[config.mk]
export PLATFORM = sky130hd
export DESIGN_NAME = csd_top
export DESIGN_NICKNAME = d
export VERILOG_FILES = /design/src/hw/csd_pkg.sv /design/src/hw/csd_serial_port.sv /design/src/hw/csd_strap_resolver.sv /design/src/hw/csd_top.sv
export VERILOG_INCLUDE_DIRS = /design/src /design/src/hw
export SDC_FILE = /design/constraint.sdc
export NUM_CORES = 1
export LEC_CHECK = 0
export ABC_AREA = 1
export BUFFER_PORTS_ARGS = -buffer_cell sky130_fd_sc_hd__buf_2
export CAP_MARGIN = 20
export CORE_UTILIZATION = 56
export DETAILED_ROUTE_END_ITERATION = 8
export HOLD_SLACK_MARGIN = 0.15
export PLACE_DENSITY_LB_ADDON = 0.1
export SLEW_MARGIN = 30
export SYNTH_ARGS = -nofsm -noshare
export SYNTH_HDL_FRONTEND = slang
export SYNTH_SLANG_ARGS = --single-unit
[constraint.sdc]
create_clock -name ref_clk -period 2.1 [get_ports ref_clk]
set_clock_uncertainty 0.15 [all_clocks]
set_input_delay 0.42 -clock ref_clk [delete_from_list [all_inputs] [get_ports ref_clk]]
set_output_delay 0.42 -clock ref_clk [all_outputs]
set_load 0.01 [all_outputs]
[src/hw/csd_defines.svh]
// constants for the control mode strap decoder
`ifndef CSD_DEFINES_SVH
`define CSD_DEFINES_SVH

// strap settling and serial frame
`define CSD_STABLE_CYCLES 4'h8
`define CSD_FRAME_BITS    5'h10
`define CSD_FRM_ADDR_MSB  15
`define CSD_FRM_ADDR_LSB  12
`define CSD_FRM_DATA_MSB  11

// register bus map
`define CSD_ADDR_STATUS 8'h00
`define CSD_ADDR_CTRL   8'h04
`define CSD_ADDR_UREG0  8'h08
`define CSD_ADDR_UREG1  8'h0c
`define CSD_ADDR_UREG2  8'h10

// control register bits
`define CSD_CTRL_CAL_BIT   0
`define CSD_CTRL_CLEAR_BIT 1

// status register bits
`define CSD_ST_EXT_BIT     0
`define CSD_ST_VALID_BIT   1
`define CSD_ST_FAULT_BIT   2
`define CSD_ST_ALLWR_BIT   3
`define CSD_ST_REFUSE_BIT  4
`define CSD_ST_MODE_LSB    8
`define CSD_ST_SWING_LSB   10
`define CSD_ST_EDGE_LSB    12
`define CSD_ST_CAL_LSB     14

// user registers
`define CSD_UREG_CFG    2'h0
`define CSD_UREG_FS     2'h1
`define CSD_UREG_OFS    2'h2
`define CSD_UREG_COUNT  2'h3
`define CSD_UREG_ALL    3'h7
`define CSD_UREG_RESET  12'h000
`define CSD_CFG_SWING   0
`define CSD_CFG_EDGE    1
`define CSD_CFG_DDR     2
`define CSD_CFG_CALIBRATION_DELAY_SELECT  3
`define CSD_CFG_FSR     4

// full-scale codes used while straps are in control
`define CSD_FS_NORMAL   12'h800
`define CSD_FS_REDUCED  12'h600
`define CSD_OFS_ZERO    12'h000

`endif

[src/hw/csd_pkg.sv]
// types shared by the control mode strap decoder
package csd_pkg;

  typedef enum logic [1:0] {
    CSD_LVL_LOW   = 2'b00,
    CSD_LVL_HIGH  = 2'b01,
    CSD_LVL_FLOAT = 2'b10
  } csd_level_e;

  typedef enum logic [1:0] {
    CSD_MODE_RESOLVE = 2'b00,
    CSD_MODE_PIN     = 2'b01,
    CSD_MODE_EXT     = 2'b10
  } csd_mode_e;

  typedef logic [11:0] csd_word_t;

  // window comparator outputs to a level; neither threshold crossed means floating
  function automatic csd_level_e csd_decode(input logic above, input logic below);
    if (above) begin
      return CSD_LVL_HIGH;
    end else if (below) begin
      return CSD_LVL_LOW;
    end
    return CSD_LVL_FLOAT;
  endfunction : csd_decode

endpackage : csd_pkg

[src/hw/csd_serial_port.sv]
// serial register port: frames of address and data clocked in on serial clock rises
`timescale 1ns/1ns
`include "csd_defines.svh"
module csd_serial_port (
  input  wire logic              ref_clk,
  input  wire logic              rst,
  input  wire logic              port_enable,
  input  wire logic              serial_clock_level,
  input  wire logic              serial_port_data,
  input  wire logic              serial_port_select_n,
  output logic                   write_pulse,
  output logic [1:0]             write_index,
  output csd_pkg::csd_word_t     write_data
);
  logic        sclk_prev_reg;
  logic        sel_prev_reg;
  logic [15:0] shift_reg;
  logic [4:0]  count_reg;
  logic        pulse_reg;
  logic        selected;
  logic        frame_end;

  assign selected  = port_enable && !serial_port_select_n;
  assign frame_end = sel_prev_reg && !selected;

  //////////////////////////////////////////////////////////////////////////////
  always_ff @(posedge ref_clk) begin
    if (rst) begin
      sclk_prev_reg <= 1'b0;
      sel_prev_reg  <= 1'b0;
    end else begin
      sclk_prev_reg <= serial_clock_level;
      sel_prev_reg  <= selected;
    end
  end

  // bits beyond one frame are dropped; a short frame writes nothing
  always_ff @(posedge ref_clk) begin
    if (rst) begin
      shift_reg <= 16'h0000;
      count_reg <= 5'h00;
    end else if (!selected) begin
      count_reg <= 5'h00;
    end else if (serial_clock_level && !sclk_prev_reg && count_reg != `CSD_FRAME_BITS) begin
      shift_reg <= {shift_reg[14:0], serial_port_data};
      count_reg <= count_reg + 5'h01;
    end
  end

  always_ff @(posedge ref_clk) begin
    if (rst) begin
      pulse_reg <= 1'b0;
    end else begin
      pulse_reg <= port_enable && frame_end && count_reg == `CSD_FRAME_BITS
                   && shift_reg[`CSD_FRM_ADDR_MSB:`CSD_FRM_ADDR_LSB] < {2'h0, `CSD_UREG_COUNT};
    end
  end

  assign write_pulse = pulse_reg;
  assign write_index = shift_reg[`CSD_FRM_ADDR_LSB+1:`CSD_FRM_ADDR_LSB];
  assign write_data  = shift_reg[`CSD_FRM_DATA_MSB:0];

  //////////////////////////////////////////////////////////////////////////////
  a_port_idle: assert property (@(posedge ref_clk) disable iff (rst)
    !port_enable |-> ##1 !write_pulse)
    else $error("serial write while port disabled");

endmodule : csd_serial_port

[src/hw/csd_strap_resolver.sv]
// resolves one three-level strap pin to a settled code
`timescale 1ns/1ns
`include "csd_defines.svh"
module csd_strap_resolver (
  input  wire logic               ref_clk,
  input  wire logic               rst,
  input  wire logic               pin_above,
  input  wire logic               pin_below,
  output logic                    level_sync,
  output csd_pkg::csd_level_e     level_code,
  output logic                    level_valid
);
  logic                above_meta_reg;
  logic                above_sync_reg;
  logic                below_meta_reg;
  logic                below_sync_reg;
  csd_pkg::csd_level_e cand;
  csd_pkg::csd_level_e last_reg;
  logic [3:0]          count_reg;
  csd_pkg::csd_level_e code_reg;
  logic                valid_reg;

  //////////////////////////////////////////////////////////////////////////////
  always_ff @(posedge ref_clk) begin
    if (rst) begin
      above_meta_reg <= 1'b0;
      above_sync_reg <= 1'b0;
      below_meta_reg <= 1'b0;
      below_sync_reg <= 1'b0;
    end else begin
      above_meta_reg <= pin_above;
      above_sync_reg <= above_meta_reg;
      below_meta_reg <= pin_below;
      below_sync_reg <= below_meta_reg;
    end
  end

  assign cand = csd_pkg::csd_decode(above_sync_reg, below_sync_reg);

  // a level must hold for the settle count before it is taken
  always_ff @(posedge ref_clk) begin
    if (rst) begin
      last_reg  <= csd_pkg::CSD_LVL_LOW;
      count_reg <= 4'h0;
      code_reg  <= csd_pkg::CSD_LVL_LOW;
      valid_reg <= 1'b0;
    end else begin
      if (cand != last_reg) begin
        last_reg  <= cand;
        count_reg <= 4'h0;
      end else if (count_reg != `CSD_STABLE_CYCLES) begin
        count_reg <= count_reg + 4'h1;
      end else begin
        code_reg  <= last_reg;
        valid_reg <= 1'b1;
      end
    end
  end

  assign level_sync  = above_sync_reg;
  assign level_code  = code_reg;
  assign level_valid = valid_reg;

  //////////////////////////////////////////////////////////////////////////////
  a_code_settled: assert property (@(posedge ref_clk) disable iff (rst)
    (code_reg != $past(code_reg)) |-> ($past(count_reg) == `CSD_STABLE_CYCLES && $past(last_reg) == code_reg))
    else $error("strap code changed before settling");

endmodule : csd_strap_resolver

[src/hw/csd_top.sv]
// control mode strap decoder: straps or serial port select the converter setup
//
// Behaviour
// - A driven mode-select pin selects pin-controlled mode and only a floating one selects extended mode.
// - In pin-controlled mode the serial port is idle and every setting except the offset code, held at zero, comes from the strap levels.
// - In pin-controlled mode the mode-select pin low gives the reduced input range and high the normal range.
// - In pin-controlled mode the swing pin low gives reduced swing and high normal swing; floating is invalid.
// - In pin-controlled mode the edge pin high launches data on the rising clock edge and low on the falling.
// - A floating edge pin in pin-controlled mode gives a double-data-rate output clock using both edges.
// - The calibration-delay pin low selects the short delay and high the long; it must never float.
// - In extended mode the swing, edge and delay pins become serial clock, serial data and serial select.
// - Full scale is set only by the range strap or the full-scale adjust register, never by the reference pin.
`timescale 1ns/1ns
`include "csd_defines.svh"
module csd_top (
  input  wire logic        ref_clk,
  input  wire logic        rst,
  input  wire logic        full_scale_select_pin_above,
  input  wire logic        full_scale_select_pin_below,
  input  wire logic        swing_select_pin_above,
  input  wire logic        swing_select_pin_below,
  input  wire logic        edge_select_pin_above,
  input  wire logic        edge_select_pin_below,
  input  wire logic        cal_delay_pin_above,
  input  wire logic        cal_delay_pin_below,
  input  wire logic [7:0]  reg_addr,
  input  wire logic [31:0] reg_wdata,
  input  wire logic        reg_write,
  input  wire logic        reg_read,
  output logic      [31:0] reg_rdata,
  output logic             extended_mode,
  output logic             config_valid,
  output logic             output_swing_level,
  output logic             output_launch_edge,
  output logic             output_ddr_mode,
  output logic             calibration_delay_select,
  output logic             input_full_scale_level,
  output logic      [11:0] full_scale_code,
  output logic      [11:0] offset_code,
  output logic             calibration_start
);
  csd_pkg::csd_level_e mode_code;
  csd_pkg::csd_level_e swing_code;
  csd_pkg::csd_level_e edge_code;
  csd_pkg::csd_level_e cal_code;
  logic                mode_valid;
  logic                swing_valid;
  logic                edge_valid;
  logic                cal_valid;
  logic                swing_sync;
  logic                edge_sync;
  logic                cal_sync;
  logic                straps_valid;
  logic                ser_write;
  logic [1:0]          ser_index;
  csd_pkg::csd_word_t  ser_data;
  csd_pkg::csd_mode_e  mode_reg;
  csd_pkg::csd_mode_e  mode_next;
  csd_pkg::csd_word_t  ureg_reg [3];
  logic [2:0]          written_reg;
  logic                fault_reg;
  logic                refused_reg;
  logic                cal_reg;
  logic                cal_req;
  logic [31:0]         rdata_reg;
  logic [31:0]         status_word;

  //////////////////////////////////////////////////////////////////////////////
  // strap resolution
  csd_strap_resolver u_mode (
    .ref_clk     (ref_clk),
    .rst         (rst),
    .pin_above   (full_scale_select_pin_above),
    .pin_below   (full_scale_select_pin_below),
    .level_sync  (),
    .level_code  (mode_code),
    .level_valid (mode_valid)
  );
  csd_strap_resolver u_swing (
    .ref_clk     (ref_clk),
    .rst         (rst),
    .pin_above   (swing_select_pin_above),
    .pin_below   (swing_select_pin_below),
    .level_sync  (swing_sync),
    .level_code  (swing_code),
    .level_valid (swing_valid)
  );
  csd_strap_resolver u_edge (
    .ref_clk     (ref_clk),
    .rst         (rst),
    .pin_above   (edge_select_pin_above),
    .pin_below   (edge_select_pin_below),
    .level_sync  (edge_sync),
    .level_code  (edge_code),
    .level_valid (edge_valid)
  );
  csd_strap_resolver u_cal (
    .ref_clk     (ref_clk),
    .rst         (rst),
    .pin_above   (cal_delay_pin_above),
    .pin_below   (cal_delay_pin_below),
    .level_sync  (cal_sync),
    .level_code  (cal_code),
    .level_valid (cal_valid)
  );

  assign straps_valid = swing_valid && edge_valid && cal_valid;

  //////////////////////////////////////////////////////////////////////////////
  // serial port on the repurposed strap pins
  csd_serial_port u_serial (
    .ref_clk              (ref_clk),
    .rst                  (rst),
    .port_enable          (mode_reg == csd_pkg::CSD_MODE_EXT),
    .serial_clock_level   (swing_sync),
    .serial_port_data     (edge_sync),
    .serial_port_select_n (cal_sync),
    .write_pulse          (ser_write),
    .write_index          (ser_index),
    .write_data           (ser_data)
  );

  //////////////////////////////////////////////////////////////////////////////
  // mode selection
  always_comb begin
    mode_next = mode_reg;
    if (mode_valid) begin
      mode_next = (mode_code == csd_pkg::CSD_LVL_FLOAT) ? csd_pkg::CSD_MODE_EXT
                                                        : csd_pkg::CSD_MODE_PIN;
    end
  end

  always_ff @(posedge ref_clk) begin
    if (rst) begin
      mode_reg <= csd_pkg::CSD_MODE_RESOLVE;
    end else begin
      mode_reg <= mode_next;
    end
  end

  // user registers; the written set restarts whenever extended mode is entered
  always_ff @(posedge ref_clk) begin
    if (rst) begin
      ureg_reg[0] <= `CSD_UREG_RESET;
      ureg_reg[1] <= `CSD_UREG_RESET;
      ureg_reg[2] <= `CSD_UREG_RESET;
      written_reg <= 3'h0;
    end else if (mode_reg != csd_pkg::CSD_MODE_EXT) begin
      written_reg <= 3'h0;
    end else if (ser_write) begin
      ureg_reg[ser_index]    <= ser_data;
      written_reg[ser_index] <= 1'b1;
    end
  end

  //////////////////////////////////////////////////////////////////////////////
  // applied configuration
  always_ff @(posedge ref_clk) begin
    if (rst) begin
      extended_mode            <= 1'b0;
      config_valid             <= 1'b0;
      output_swing_level       <= 1'b1;
      output_launch_edge       <= 1'b1;
      output_ddr_mode          <= 1'b0;
      calibration_delay_select <= 1'b0;
      input_full_scale_level   <= 1'b1;
      full_scale_code          <= `CSD_FS_NORMAL;
      offset_code              <= `CSD_OFS_ZERO;
      fault_reg                <= 1'b0;
    end else begin
      extended_mode <= (mode_reg == csd_pkg::CSD_MODE_EXT);
      unique case (mode_reg)
        csd_pkg::CSD_MODE_PIN: begin
          config_valid <= straps_valid;
          fault_reg    <= straps_valid && (swing_code == csd_pkg::CSD_LVL_FLOAT
                                           || cal_code == csd_pkg::CSD_LVL_FLOAT);
          input_full_scale_level <= (mode_code == csd_pkg::CSD_LVL_HIGH);
          full_scale_code <= (mode_code == csd_pkg::CSD_LVL_HIGH) ? `CSD_FS_NORMAL
                                                                  : `CSD_FS_REDUCED;
          offset_code     <= `CSD_OFS_ZERO;
          if (straps_valid && swing_code != csd_pkg::CSD_LVL_FLOAT) begin
            output_swing_level <= (swing_code == csd_pkg::CSD_LVL_HIGH);
          end
          if (straps_valid) begin
            output_ddr_mode <= (edge_code == csd_pkg::CSD_LVL_FLOAT);
            if (edge_code != csd_pkg::CSD_LVL_FLOAT) begin
              output_launch_edge <= (edge_code == csd_pkg::CSD_LVL_HIGH);
            end
          end
          if (straps_valid && cal_code != csd_pkg::CSD_LVL_FLOAT) begin
            calibration_delay_select <= (cal_code == csd_pkg::CSD_LVL_HIGH);
          end
        end
        csd_pkg::CSD_MODE_EXT: begin
          config_valid             <= (written_reg == `CSD_UREG_ALL);
          fault_reg                <= 1'b0;
          output_swing_level       <= ureg_reg[`CSD_UREG_CFG][`CSD_CFG_SWING];
          output_launch_edge       <= ureg_reg[`CSD_UREG_CFG][`CSD_CFG_EDGE];
          output_ddr_mode          <= ureg_reg[`CSD_UREG_CFG][`CSD_CFG_DDR];
          calibration_delay_select <= ureg_reg[`CSD_UREG_CFG][`CSD_CFG_CALIBRATION_DELAY_SELECT];
          input_full_scale_level   <= ureg_reg[`CSD_UREG_CFG][`CSD_CFG_FSR];
          full_scale_code          <= ureg_reg[`CSD_UREG_FS];
          offset_code              <= ureg_reg[`CSD_UREG_OFS];
        end
        csd_pkg::CSD_MODE_RESOLVE: begin
          config_valid <= 1'b0;
        end
        default: begin
          config_valid <= 1'b0;
        end
      endcase
    end
  end

  //////////////////////////////////////////////////////////////////////////////
  // calibration request from software, refused and flagged while the setup is incomplete
  assign cal_req = reg_write && reg_addr == `CSD_ADDR_CTRL && reg_wdata[`CSD_CTRL_CAL_BIT];

  always_ff @(posedge ref_clk) begin
    if (rst) begin
      cal_reg     <= 1'b0;
      refused_reg <= 1'b0;
    end else begin
      cal_reg <= cal_req && config_valid;
      if (cal_req && !config_valid) begin
        refused_reg <= 1'b1;
      end else if (reg_write && reg_addr == `CSD_ADDR_CTRL && reg_wdata[`CSD_CTRL_CLEAR_BIT]) begin
        refused_reg <= 1'b0;
      end
    end
  end

  assign calibration_start = cal_reg;

  //////////////////////////////////////////////////////////////////////////////
  // register read port
  always_comb begin
    status_word = 32'h0000_0000;
    status_word[`CSD_ST_EXT_BIT]    = extended_mode;
    status_word[`CSD_ST_VALID_BIT]  = config_valid;
    status_word[`CSD_ST_FAULT_BIT]  = fault_reg;
    status_word[`CSD_ST_ALLWR_BIT]  = (written_reg == `CSD_UREG_ALL);
    status_word[`CSD_ST_REFUSE_BIT] = refused_reg;
    status_word[`CSD_ST_MODE_LSB+:2]  = mode_code;
    status_word[`CSD_ST_SWING_LSB+:2] = swing_code;
    status_word[`CSD_ST_EDGE_LSB+:2]  = edge_code;
    status_word[`CSD_ST_CAL_LSB+:2]   = cal_code;
  end

  always_ff @(posedge ref_clk) begin
    if (rst) begin
      rdata_reg <= 32'h0000_0000;
    end else if (reg_read) begin
      unique case (reg_addr)
        `CSD_ADDR_STATUS: rdata_reg <= status_word;
        `CSD_ADDR_UREG0:  rdata_reg <= {20'h00000, ureg_reg[0]};
        `CSD_ADDR_UREG1:  rdata_reg <= {20'h00000, ureg_reg[1]};
        `CSD_ADDR_UREG2:  rdata_reg <= {20'h00000, ureg_reg[2]};
        default:          rdata_reg <= 32'h0000_0000;
      endcase
    end else begin
      rdata_reg <= 32'h0000_0000;
    end
  end

  assign reg_rdata = rdata_reg;

  //////////////////////////////////////////////////////////////////////////////
  a_float_means_ext: assert property (@(posedge ref_clk) disable iff (rst)
    (mode_valid && mode_code == csd_pkg::CSD_LVL_FLOAT) |=> ##1 extended_mode)
    else $error("floating mode pin did not give extended mode");

  a_driven_means_pin: assert property (@(posedge ref_clk) disable iff (rst)
    (mode_valid && mode_code != csd_pkg::CSD_LVL_FLOAT) |=> ##1 !extended_mode)
    else $error("driven mode pin did not give pin mode");

  a_range_from_pin: assert property (@(posedge ref_clk) disable iff (rst)
    (mode_reg == csd_pkg::CSD_MODE_PIN) |=>
      (input_full_scale_level == ($past(mode_code) == csd_pkg::CSD_LVL_HIGH)))
    else $error("input range does not follow mode pin");

  a_swing_from_pin: assert property (@(posedge ref_clk) disable iff (rst)
    (mode_reg == csd_pkg::CSD_MODE_PIN && straps_valid && swing_code != csd_pkg::CSD_LVL_FLOAT) |=>
      (output_swing_level == ($past(swing_code) == csd_pkg::CSD_LVL_HIGH)))
    else $error("swing does not follow swing pin");

  a_edge_from_pin: assert property (@(posedge ref_clk) disable iff (rst)
    (mode_reg == csd_pkg::CSD_MODE_PIN && straps_valid && edge_code != csd_pkg::CSD_LVL_FLOAT) |=>
      (!output_ddr_mode && output_launch_edge == ($past(edge_code) == csd_pkg::CSD_LVL_HIGH)))
    else $error("launch edge does not follow edge pin");

  a_ddr_on_float: assert property (@(posedge ref_clk) disable iff (rst)
    (mode_reg == csd_pkg::CSD_MODE_PIN && straps_valid && edge_code == csd_pkg::CSD_LVL_FLOAT) |=> output_ddr_mode)
    else $error("floating edge pin did not give double data rate");

  a_calibration_delay_select_from_pin: assert property (@(posedge ref_clk) disable iff (rst)
    (mode_reg == csd_pkg::CSD_MODE_PIN && straps_valid && cal_code == csd_pkg::CSD_LVL_FLOAT) |=>
      (fault_reg && $stable(calibration_delay_select)))
    else $error("floating delay pin not flagged or not ignored");

  a_cal_gated: assert property (@(posedge ref_clk) disable iff (rst)
    calibration_start |-> $past(config_valid) && (!extended_mode || written_reg == `CSD_UREG_ALL))
    else $error("calibration started before setup complete");

  a_fs_source: assert property (@(posedge ref_clk) disable iff (rst)
    (mode_reg == csd_pkg::CSD_MODE_EXT) ##1 (mode_reg == csd_pkg::CSD_MODE_EXT) |->
      full_scale_code == $past(ureg_reg[`CSD_UREG_FS]))
    else $error("full scale not taken from adjust register");

  c_pin_mode_valid: cover property (@(posedge ref_clk) disable iff (rst)
    !extended_mode && config_valid);
  c_ddr_mode: cover property (@(posedge ref_clk) disable iff (rst)
    !extended_mode && output_ddr_mode);
  c_serial_write: cover property (@(posedge ref_clk) disable iff (rst)
    ser_write);
  c_ext_calibrate: cover property (@(posedge ref_clk) disable iff (rst)
    extended_mode && calibration_start);

endmodule : csd_top
# --- Word level (Yosys, flattened, before mapping) ---
# Memories as Yosys holds them, arrays and structs flattened.
# Index checks and enable logic that the tools add are counted.
totals:
  output_inout_bits: 64
  memories: 1
  in_bits: 52
  ramBits: 36
  reg_bits: 147
memory_table:
  columns: ["memory", "words", "width", "read_ports", "rd_clocked_by_memory_dff", "wr", "line_no", "text"]
  rows:
  - ["ureg_reg", 3, 12, 3, 0, 3, "csd_top.sv:59", "csd_pkg::csd_word_t ureg_reg [3];"]
classes:
  addsub: 5
  eq_ne: 33
  n_mux: 50
  reduce_logical: 43
  order_cmp: 3
  bitwise_logic: 11
ops:
  columns: ["op", "n"]
  rows:
  - ["16-bit one-hot mux with 4 select lines", 1]
  - ["12-bit one-hot mux with 2 select lines", 2]
  - ["2-bit two-way mux", 14]
  - ["12-bit two-way mux", 2]
  - ["1-bit two-way mux", 23]
  - ["1-bit logical AND", 18]
  - ["4-bit by 1-bit adder with 4-bit output, second input constant", 4]
  - ["8-bit by 4-bit == test with 1-bit output, second input constant", 2]
  - ["2-bit != test, second input constant", 8]
  - ["4-bit != test, second input constant", 4]
  - ["2-bit AND reduction", 8]
  - ["1-bit one-hot mux with 2 select lines", 7]
  - ["2-bit OR reduction", 7]
  - ["12-bit OR reduction", 1]
  - ["2-bit by 1-bit == test with 1-bit output, second input constant", 5]
  - ["2-bit == test, second input constant", 5]
  - ["1-bit inverter", 10]
  - ["8-bit by 3-bit == test with 1-bit output, second input constant", 1]
  - ["8-bit by 5-bit == test with 1-bit output, second input constant", 1]
  - ["8-bit logical NOT", 1]
  - ["2-bit != test", 4]
  - ["5-bit by 1-bit adder with 5-bit output, second input constant", 1]
  - ["5-bit == test, second input constant", 1]
  - ["5-bit != test, second input constant", 1]
  - ["10 further kinds", 14]

# --- Logic depth before layout (Yosys ltp) ---
# Gate-level depths: netlist (run 1).
depth:
  ltp_word: 7
  depth_mapped: 10
  depth_no_buf: 9

# --- Modules after synthesis ---
# A second synthesis (run 1) with hierarchy kept.
unflattened:
  hier_cells: 944
  hier_area_um2: 7587.3
by_module_without_submodules:
  columns: ["module", "area_each_um2", "n_inst", "cells_each", "seq_area_each_um2"]
  rows:
  - ["csd_top", 4082.7, 1, 476, 2182.1]
  - ["csd_strap_resolver", 544.3, 4, 69, 260.2]
  - ["csd_serial_port", 1327.5, 1, 192, 480.5]

# --- Least setup slack after synthesis (run 1) ---
# No wires, ideal clock.
synth_timing:
  kind: "register -> register"
  from: "register mode_reg[0]"
  to: "memory ureg_reg[0][0] (netlist name) (enable)"
  n_path_buf: 2
  setup_ns: 0.350
  period_less_slack_ns: 1.901
  arrival_ns: 1.401
  path_slack_ns: 0.199
  stages_incl_launch_ff: 9
  cell_sequence: "dfxtp_1 inv_1 ha_1 buf_6 nand2_1 nor2_4 nand3_2 buf_6 nand2_1"
synth_rtl:
  columns: ["item", "line_no", "text"]
  rows:
  - ["start, declared", "csd_top.sv:57", "csd_pkg::csd_mode_e mode_reg;"]
  - ["start signal, assigned", "csd_top.sv:135", "mode_reg <= csd_pkg::CSD_MODE_RESOLVE;"]
  - ["start signal, assigned", "csd_top.sv:137", "mode_reg <= mode_next;"]
  - ["end, declared", "csd_top.sv:59", null]

==> reports/qor.csv, run 1 <==
metric,value,unit
result of the run,"complete, no violations",
transition time at the pin with the least slew margin,0.545,ns
Slew Limit Fails,0,
worst hold-check path type,primary input to flip-flop,
fraction of power consumed by combinational cells,3.5,%
global-route wire length before repair,24.4,mm
maximum cell stage delay along the critical path,0.39,ns
maximum achievable frequency,557,MHz
crit path kind,flip-flop to flip-flop,
type of element capturing the critical path,flip-flop,
ranking of synthesized cells by area,"dfxtp_1, edfxtp_1, nand2_1",
sum of routed wire length over all layers,14.7,mm
number of remaining DRC errors,0,
setup slack on the worst flop-to-flop path,0.30,ns
capturing instance or port of the critical path,ureg_reg[1][0],
Switching Share,20.3,%
length in cells of the worst reg-to-reg path,6,
standard cell core area,12000,µm²
number of top-level design ports,116,
synthesized instance count,850,
CP startpoint,mode_reg[0],
dpl hpwl,10.6,mm
final hold violation count,0,
# Max-Cap Violations,0,
number of sinks driven by the clock tree,167,
RSZ-0062 raised after global routing,no,
count of flip-flops with a built-in enable after synthesis,36,
die outline height,113,µm
Mean Syn Cell Area,8.14,µm²
Num CTS Buffers,17,
Yosys Warn Count,0,
count of distinct cell types in the synthesized netlist,31,
leak pwr,3.53,nW
worst path arrival time,1.71,ns
clock tree from TritonCTS,yes,
post-synthesis async set-or-reset flop share,0,%
register share of total power,48.9,%
H-tree Lvls,4,
"number of placed instances, taps included",1050,
total grt overflow,0,
area share of the largest cell type after synthesis,37.9,%
share of layout cells above drive strength 1,13.9,%
GRT Overall Usage,24.5,%
clock-pin slew of the registers on the worst-case setup and hold paths,0.06,ns
area delta synth->final,16.0,%
setup-violating endpoint count in the final report,0,
maximum buffer depth of the clock tree,2,
root buffer cell,clkbuf_16,
clock latency on the worst-skew pair,0.43,ns
finished layout cell area,8030,µm²
startpoint of the most critical register-to-register path,mode_reg[0],
power density over cell area,864,nW/µm²
crit path launch type,flip-flop,
part of the power in the clock network,47.6,%
number of buffer cells added on primary ports,69,
cells resized by post-CTS repair,0,
ranking of synthesized cells by instance count,"nand2_1, nor2_1, dfxtp_1",
count of standard-cell rows,40,
"area leader, netlist",dfxtp_1,
Nets,996,
Power Internal,5.53,mW
vias in the first global route,5152,
net switching power,1.41,mW
Chip Width,113,µm
cell with the most instances after synthesis,nand2_1,
WP buf/inv,1,
final total negative setup slack,0,ns
"Setup Fix Bufs, Post-CTS",0,
flip-flop and latch count after synthesis,167,
terminus of the critical flop-to-flop path,ureg_reg[1][0],
relative slew slack,63.6,%
min cycle time layout,1.80,ns
remaining antenna violation count,0,
max reg flops,36,
final weighted congestion in routability-driven placement,0.873,
area of the mapped netlist,6920,µm²
iteration-0 DRC count of the detailed router,350,
initial antenna violation count,0,
vias per cell,5.15,
most prevalent standard cell on the critical path,nand2_1,
"Top FF cell, synth",dfxtp_1,
critical path required time,2.01,ns
ordered cell list for the critical path,"inv_1, ha_1, nand2_1, nor2_4, nand3_2, nand2_1",
family with the most delay on the worst path,simple AND/OR/NAND/NOR gates,
ant diodes,0,
final period utilization,85.5,%
peak supply drop,0.000545,V
die area,12800,µm²
average wire per cell in the routed design,13.5,µm
maximum number of pins on one net before global-route repair,50,
library cell contributing the largest single delay on the critical path,nand2_1,
starting density of the core,57.6,%
length of the first detailed-routing pass in iterations,5,
Levels on crit path,6,
Via Count,5620,
dpl cell area,7310,µm²
worst-path maximum fanout,12,
part of the Yosys area used for sequential elements,53.5,%
worst hold path cell count,3,
number of cells in the finished layout apart from fillers,1092,
-- cell usage in the layout, fill, tap and decap left out, drive strengths merged, types with 7 or more instances in the layout --
cell           n
xnor2          7
nand2        175
dfxtp        131
dlygate4sd3   10
nand3         95
edfxtp        36
nand4          9
clkbuf        23
o21ai         42
a21oi         33
nor3           9
ha            12
inv           95
conb          16
nor2         150
buf           85
-- cell type report --
cell class	count	area [µm²]
multi-input cells	556	2590
repair buffers	95	578
inverters	95	357
clock inverters	9	174
flip-flops and latches	167	3700
well taps	147	184
fillers	1024	3980
clock buffers	23	448
-- tightest hold or removal path, cell delays in order --
cell and delay, ns:
buf_2 0.09, nand2_2 0.11, nor2_1 0.11
-- metrics by stage --
step | power (mW) | utilization, % | hold WS [ns] | worst slack, ns
after floorplan | 3.63 | - | 0.238 | 0.199
after global placement | 3.68 | 60.9 | 0.241 | 0.330
after detailed placement | 3.69 | 60.9 | 0.243 | 0.332
after CTS | 6.97 | 66.9 | 0.177 | 0.295
after global routing | 7.16 | 66.9 | 0.206 | 0.201
final | 6.94 | 66.9 | 0.191 | 0.304
-- layer usage --
metal,global-route usage [%],vias up,part of all wire [%]
met5,0,-,0
met4,11.2,0,2.1
met3,4.87,25,5.6
met2,38.8,165,46
met1,32.6,2596,47
li1,-,2834,-
-- cell families after synthesis --
| family | synth area share, % |
|---|---|
| and+or+nand+nor | 27.1 |
| DFF | 53.5 |
| buffers and inverters | 9.92 |
| AOI/OAI and AO/OA | 5.75 |
| xor gates and xnor gates | 1.52 |
| adders and majority gates | 2.17 |
| other | 0.0542 |
-- power groups by stage --
stage / Clock (mW) / Sequential (mW) / Combinational [mW]
2_1_floorplan: 0 / 3.44 / 0.186
3_3_place_gp: 0 / 3.46 / 0.217
3_5_place_dp: 0 / 3.46 / 0.228
4_1_cts: 3.33 / 3.39 / 0.245
5_1_grt: 3.48 / 3.40 / 0.279
6_report: 3.30 / 3.39 / 0.244
-- how the worst min path moves through the flow --
stage                                startpoint                     to
after floorplan            u_cal.below_meta_reg   u_cal.below_sync_reg
after global placement     u_cal.above_meta_reg       u_cal.level_sync
after detailed placement  u_mode.below_meta_reg  u_mode.below_sync_reg
after CTS                              reg_read           reg_rdata[1]
after global routing                   reg_read           reg_rdata[3]
final                                  reg_read           reg_rdata[1]
-- timing repair --
item,in CTS,in global routing
hold buffers,10,0
hold endpoints to repair,10,0
setup endpoints to repair,0,0
No activity file was read; power rests on OpenSTA's default activity.
==> inputs of run 2 (changes only) <==
--- a/config.mk
+++ b/config.mk
@@ -9,9 +9,11 @@
 export ABC_AREA = 1
 export BUFFER_PORTS_ARGS = -buffer_cell sky130_fd_sc_hd__buf_2
 export CAP_MARGIN = 20
-export CORE_UTILIZATION = 56
+export CORE_MARGIN = 5
+export CORE_UTILIZATION = 45
 export DETAILED_ROUTE_END_ITERATION = 8
 export HOLD_SLACK_MARGIN = 0.15
+export MAX_ROUTING_LAYER = met4
 export PLACE_DENSITY_LB_ADDON = 0.1
 export SLEW_MARGIN = 30
 export SYNTH_ARGS = -nofsm -noshare
==> run 2 against run 1 <==
Effect of this change: clock power shrank 6.7%; sequential share of layout area shrank 0.065 points; wire length grew 7.0%; sequential cell count is the same; cell area grew 0.14%; first-iteration DRC count grew 23%; via count shrank 1.4%; cell count grew 3.6%; global-route usage shrank 6.1 points; critical endpoint is now u_serial.shift_reg[14]; sequential power is essentially flat.
==> reports/qor.csv, run 2 (synthesis gave the netlist of run 1 again) <==
metric,value,unit,change
result of the run,"complete, no violations",,
max reg flops,36,,unchanged
clock-pin slew of the registers on the worst-case setup and hold paths,0.07,ns,about the same
ant diodes,0,,unchanged
remaining antenna violation count,0,,unchanged
transition time at the pin with the least slew margin,0.583,ns,+0.0383 ns
type of element capturing the critical path,flip-flop,,
starting density of the core,45.7,%,-12 points
vias in the first global route,5260,,+2.1%
sum of routed wire length over all layers,15.8,mm,+7.0%
initial antenna violation count,0,,unchanged
Via Count,5542,,-1.4%
maximum buffer depth of the clock tree,2,,unchanged
average wire per cell in the routed design,13.9,µm,+3.3%
global-route wire length before repair,25.8,mm,+5.7%
share of the core filled with cells,53.1,%,-14 points
worst path arrival time,2.01,ns,+0.30 ns
layout filler cell count,1446,,+41%
setup-violating endpoint count in the final report,0,,unchanged
RSZ-0062 raised after global routing,no,,
vias per cell,4.90,,-4.8%
Num CTS Buffers,17,,unchanged
clock tree from TritonCTS,yes,,
GRT Overall Usage,18.4,%,-6.1 points
critical path required time,2.26,ns,+0.25 ns
final period utilization,88.2,%,+2.7 points
clock latency on the worst-skew pair,0.42,ns,about the same
number of sinks driven by the clock tree,167,,unchanged
critical hold path startpoint,reg_read,,
most prevalent standard cell on the critical path,nor2_1,,
leak pwr,3.53,nW,-0.24%
final weighted congestion in routability-driven placement,0.841,,-3.6%
min cycle time layout,1.85,ns,+0.0558 ns
peak supply drop,0.000572,V,+5.1%
maximum cell stage delay along the critical path,0.36,ns,-0.03 ns
final hold violation count,0,,unchanged
length of the first detailed-routing pass in iterations,5,,unchanged
Slew Limit Fails,0,,unchanged
iteration-0 DRC count of the detailed router,429,,+23%
final total negative setup slack,0,ns,unchanged
number of top-level design ports,116,,unchanged
share of layout cells above drive strength 1,14.5,%,+0.67 points
total grt overflow,0,,unchanged
die area,18000,µm²,+40%
crit path launch type,flip-flop,,
library cell contributing the largest single delay on the critical path,nand4_4,,
CP startpoint,mode_reg[0],,
worst hold-check path type,primary input to flip-flop,,
count of standard-cell rows,45,,+13%
startpoint of the most critical register-to-register path,mode_reg[0],,
relative slew slack,61.1,%,-2.6 points
area delta synth->final,16.2,%,
maximum achievable frequency,540,MHz,-3.0%
Nets,994,,-0.20%
worst-path maximum fanout,32,,+20
maximum number of pins on one net before global-route repair,47,,-6.0%
number of remaining DRC errors,0,,unchanged
crit path kind,flip-flop to flip-flop,,
dpl hpwl,11.3,mm,+7.4%
"most common cell after layout, fill and taps aside",nand2_1,,
H-tree Lvls,4,,unchanged
# Max-Cap Violations,0,,unchanged
number of buffer cells added on primary ports,69,,unchanged
standard cell core area,15100,µm²,+26%
ordered cell list for the critical path,"inv_1, ha_1, buf_4, nand4_4, nor2_1, nor2_1",,
power density over cell area,835,nW/µm²,-3.3%
root buffer cell,clkbuf_16,,
die outline height,134,µm,+18%
most frequent cells in the layout,"nand2_1, nor2_1, dfxtp_1",,
Chip Width,134,µm,+18%
run 2: per-stage QoR:
step / std cells / setup slack (ns) / hold slack, ns / power [mW] / instance area [µm²]
floorplan: 865 / 0.199 / 0.238 / 3.63 / 6980
global placement: 1089 / 0.241 / 0.244 / 3.68 / 7350
detailed placement: 1089 / 0.182 / 0.245 / 3.69 / 7350
CTS: 1131 / 0.165 / 0.177 / 6.78 / 8040
global route: 1131 / 0.0573 / 0.215 / 6.96 / 8040
finish: 1131 / 0.248 / 0.196 / 6.72 / 8040
run 2: path summary, 6_finish.rpt:
| path | endpoint | slack, ns | cells past startpoint |
|---|---|---|---|
| worst max register to register | u_serial.shift_reg[14] | 0.25 | 6 |
| worst min register to register | u_mode.level_sync | 0.25 | 2 |
| worst min-delay path | reg_rdata[1] | 0.20 | 3 |
| worst max-delay path | u_serial.shift_reg[14] | 0.25 | 6 |
run 2: worst max-delay path, delay by kind of cell (launching register included):
family,cells,cell delay [ns]
DFF,1,0.31
buffers and inverters,2,0.28
and+or+nand+nor,3,0.67
adders and majority gates,1,0.31
run 2: layout make-up:
type	instances	area [µm²]	share of cell area (%)
tap	188	235	2.92
clock buffer	22	505	6.29
clock inverter	10	88.8	1.10
multi-input combinational	556	2590	32.2
sequential	167	3700	46.0
inverter	95	357	4.43
timing repair buffer	93	563	7.00
run 2: layer usage:
metal,up-vias,track usage (%),wire length [µm]
li1,2826,-,-
met1,2580,24.3,7590
met2,126,28.6,7230
met3,10,4.58,791
met4,0,4.86,146
met5,-,-,0
run 2: timing repair:
item	in CTS	in global routing
resized for setup	0	1
endpoints found under the setup margin	0	5
endpoints found under the hold margin	10	0
setup buffers	0	0
hold buffers	10	0
run 2: power breakdown:
group	internal, mW	switching (mW)
clock	1.83	1.25
sequential	3.34	0.0475
combinational	0.0830	0.165
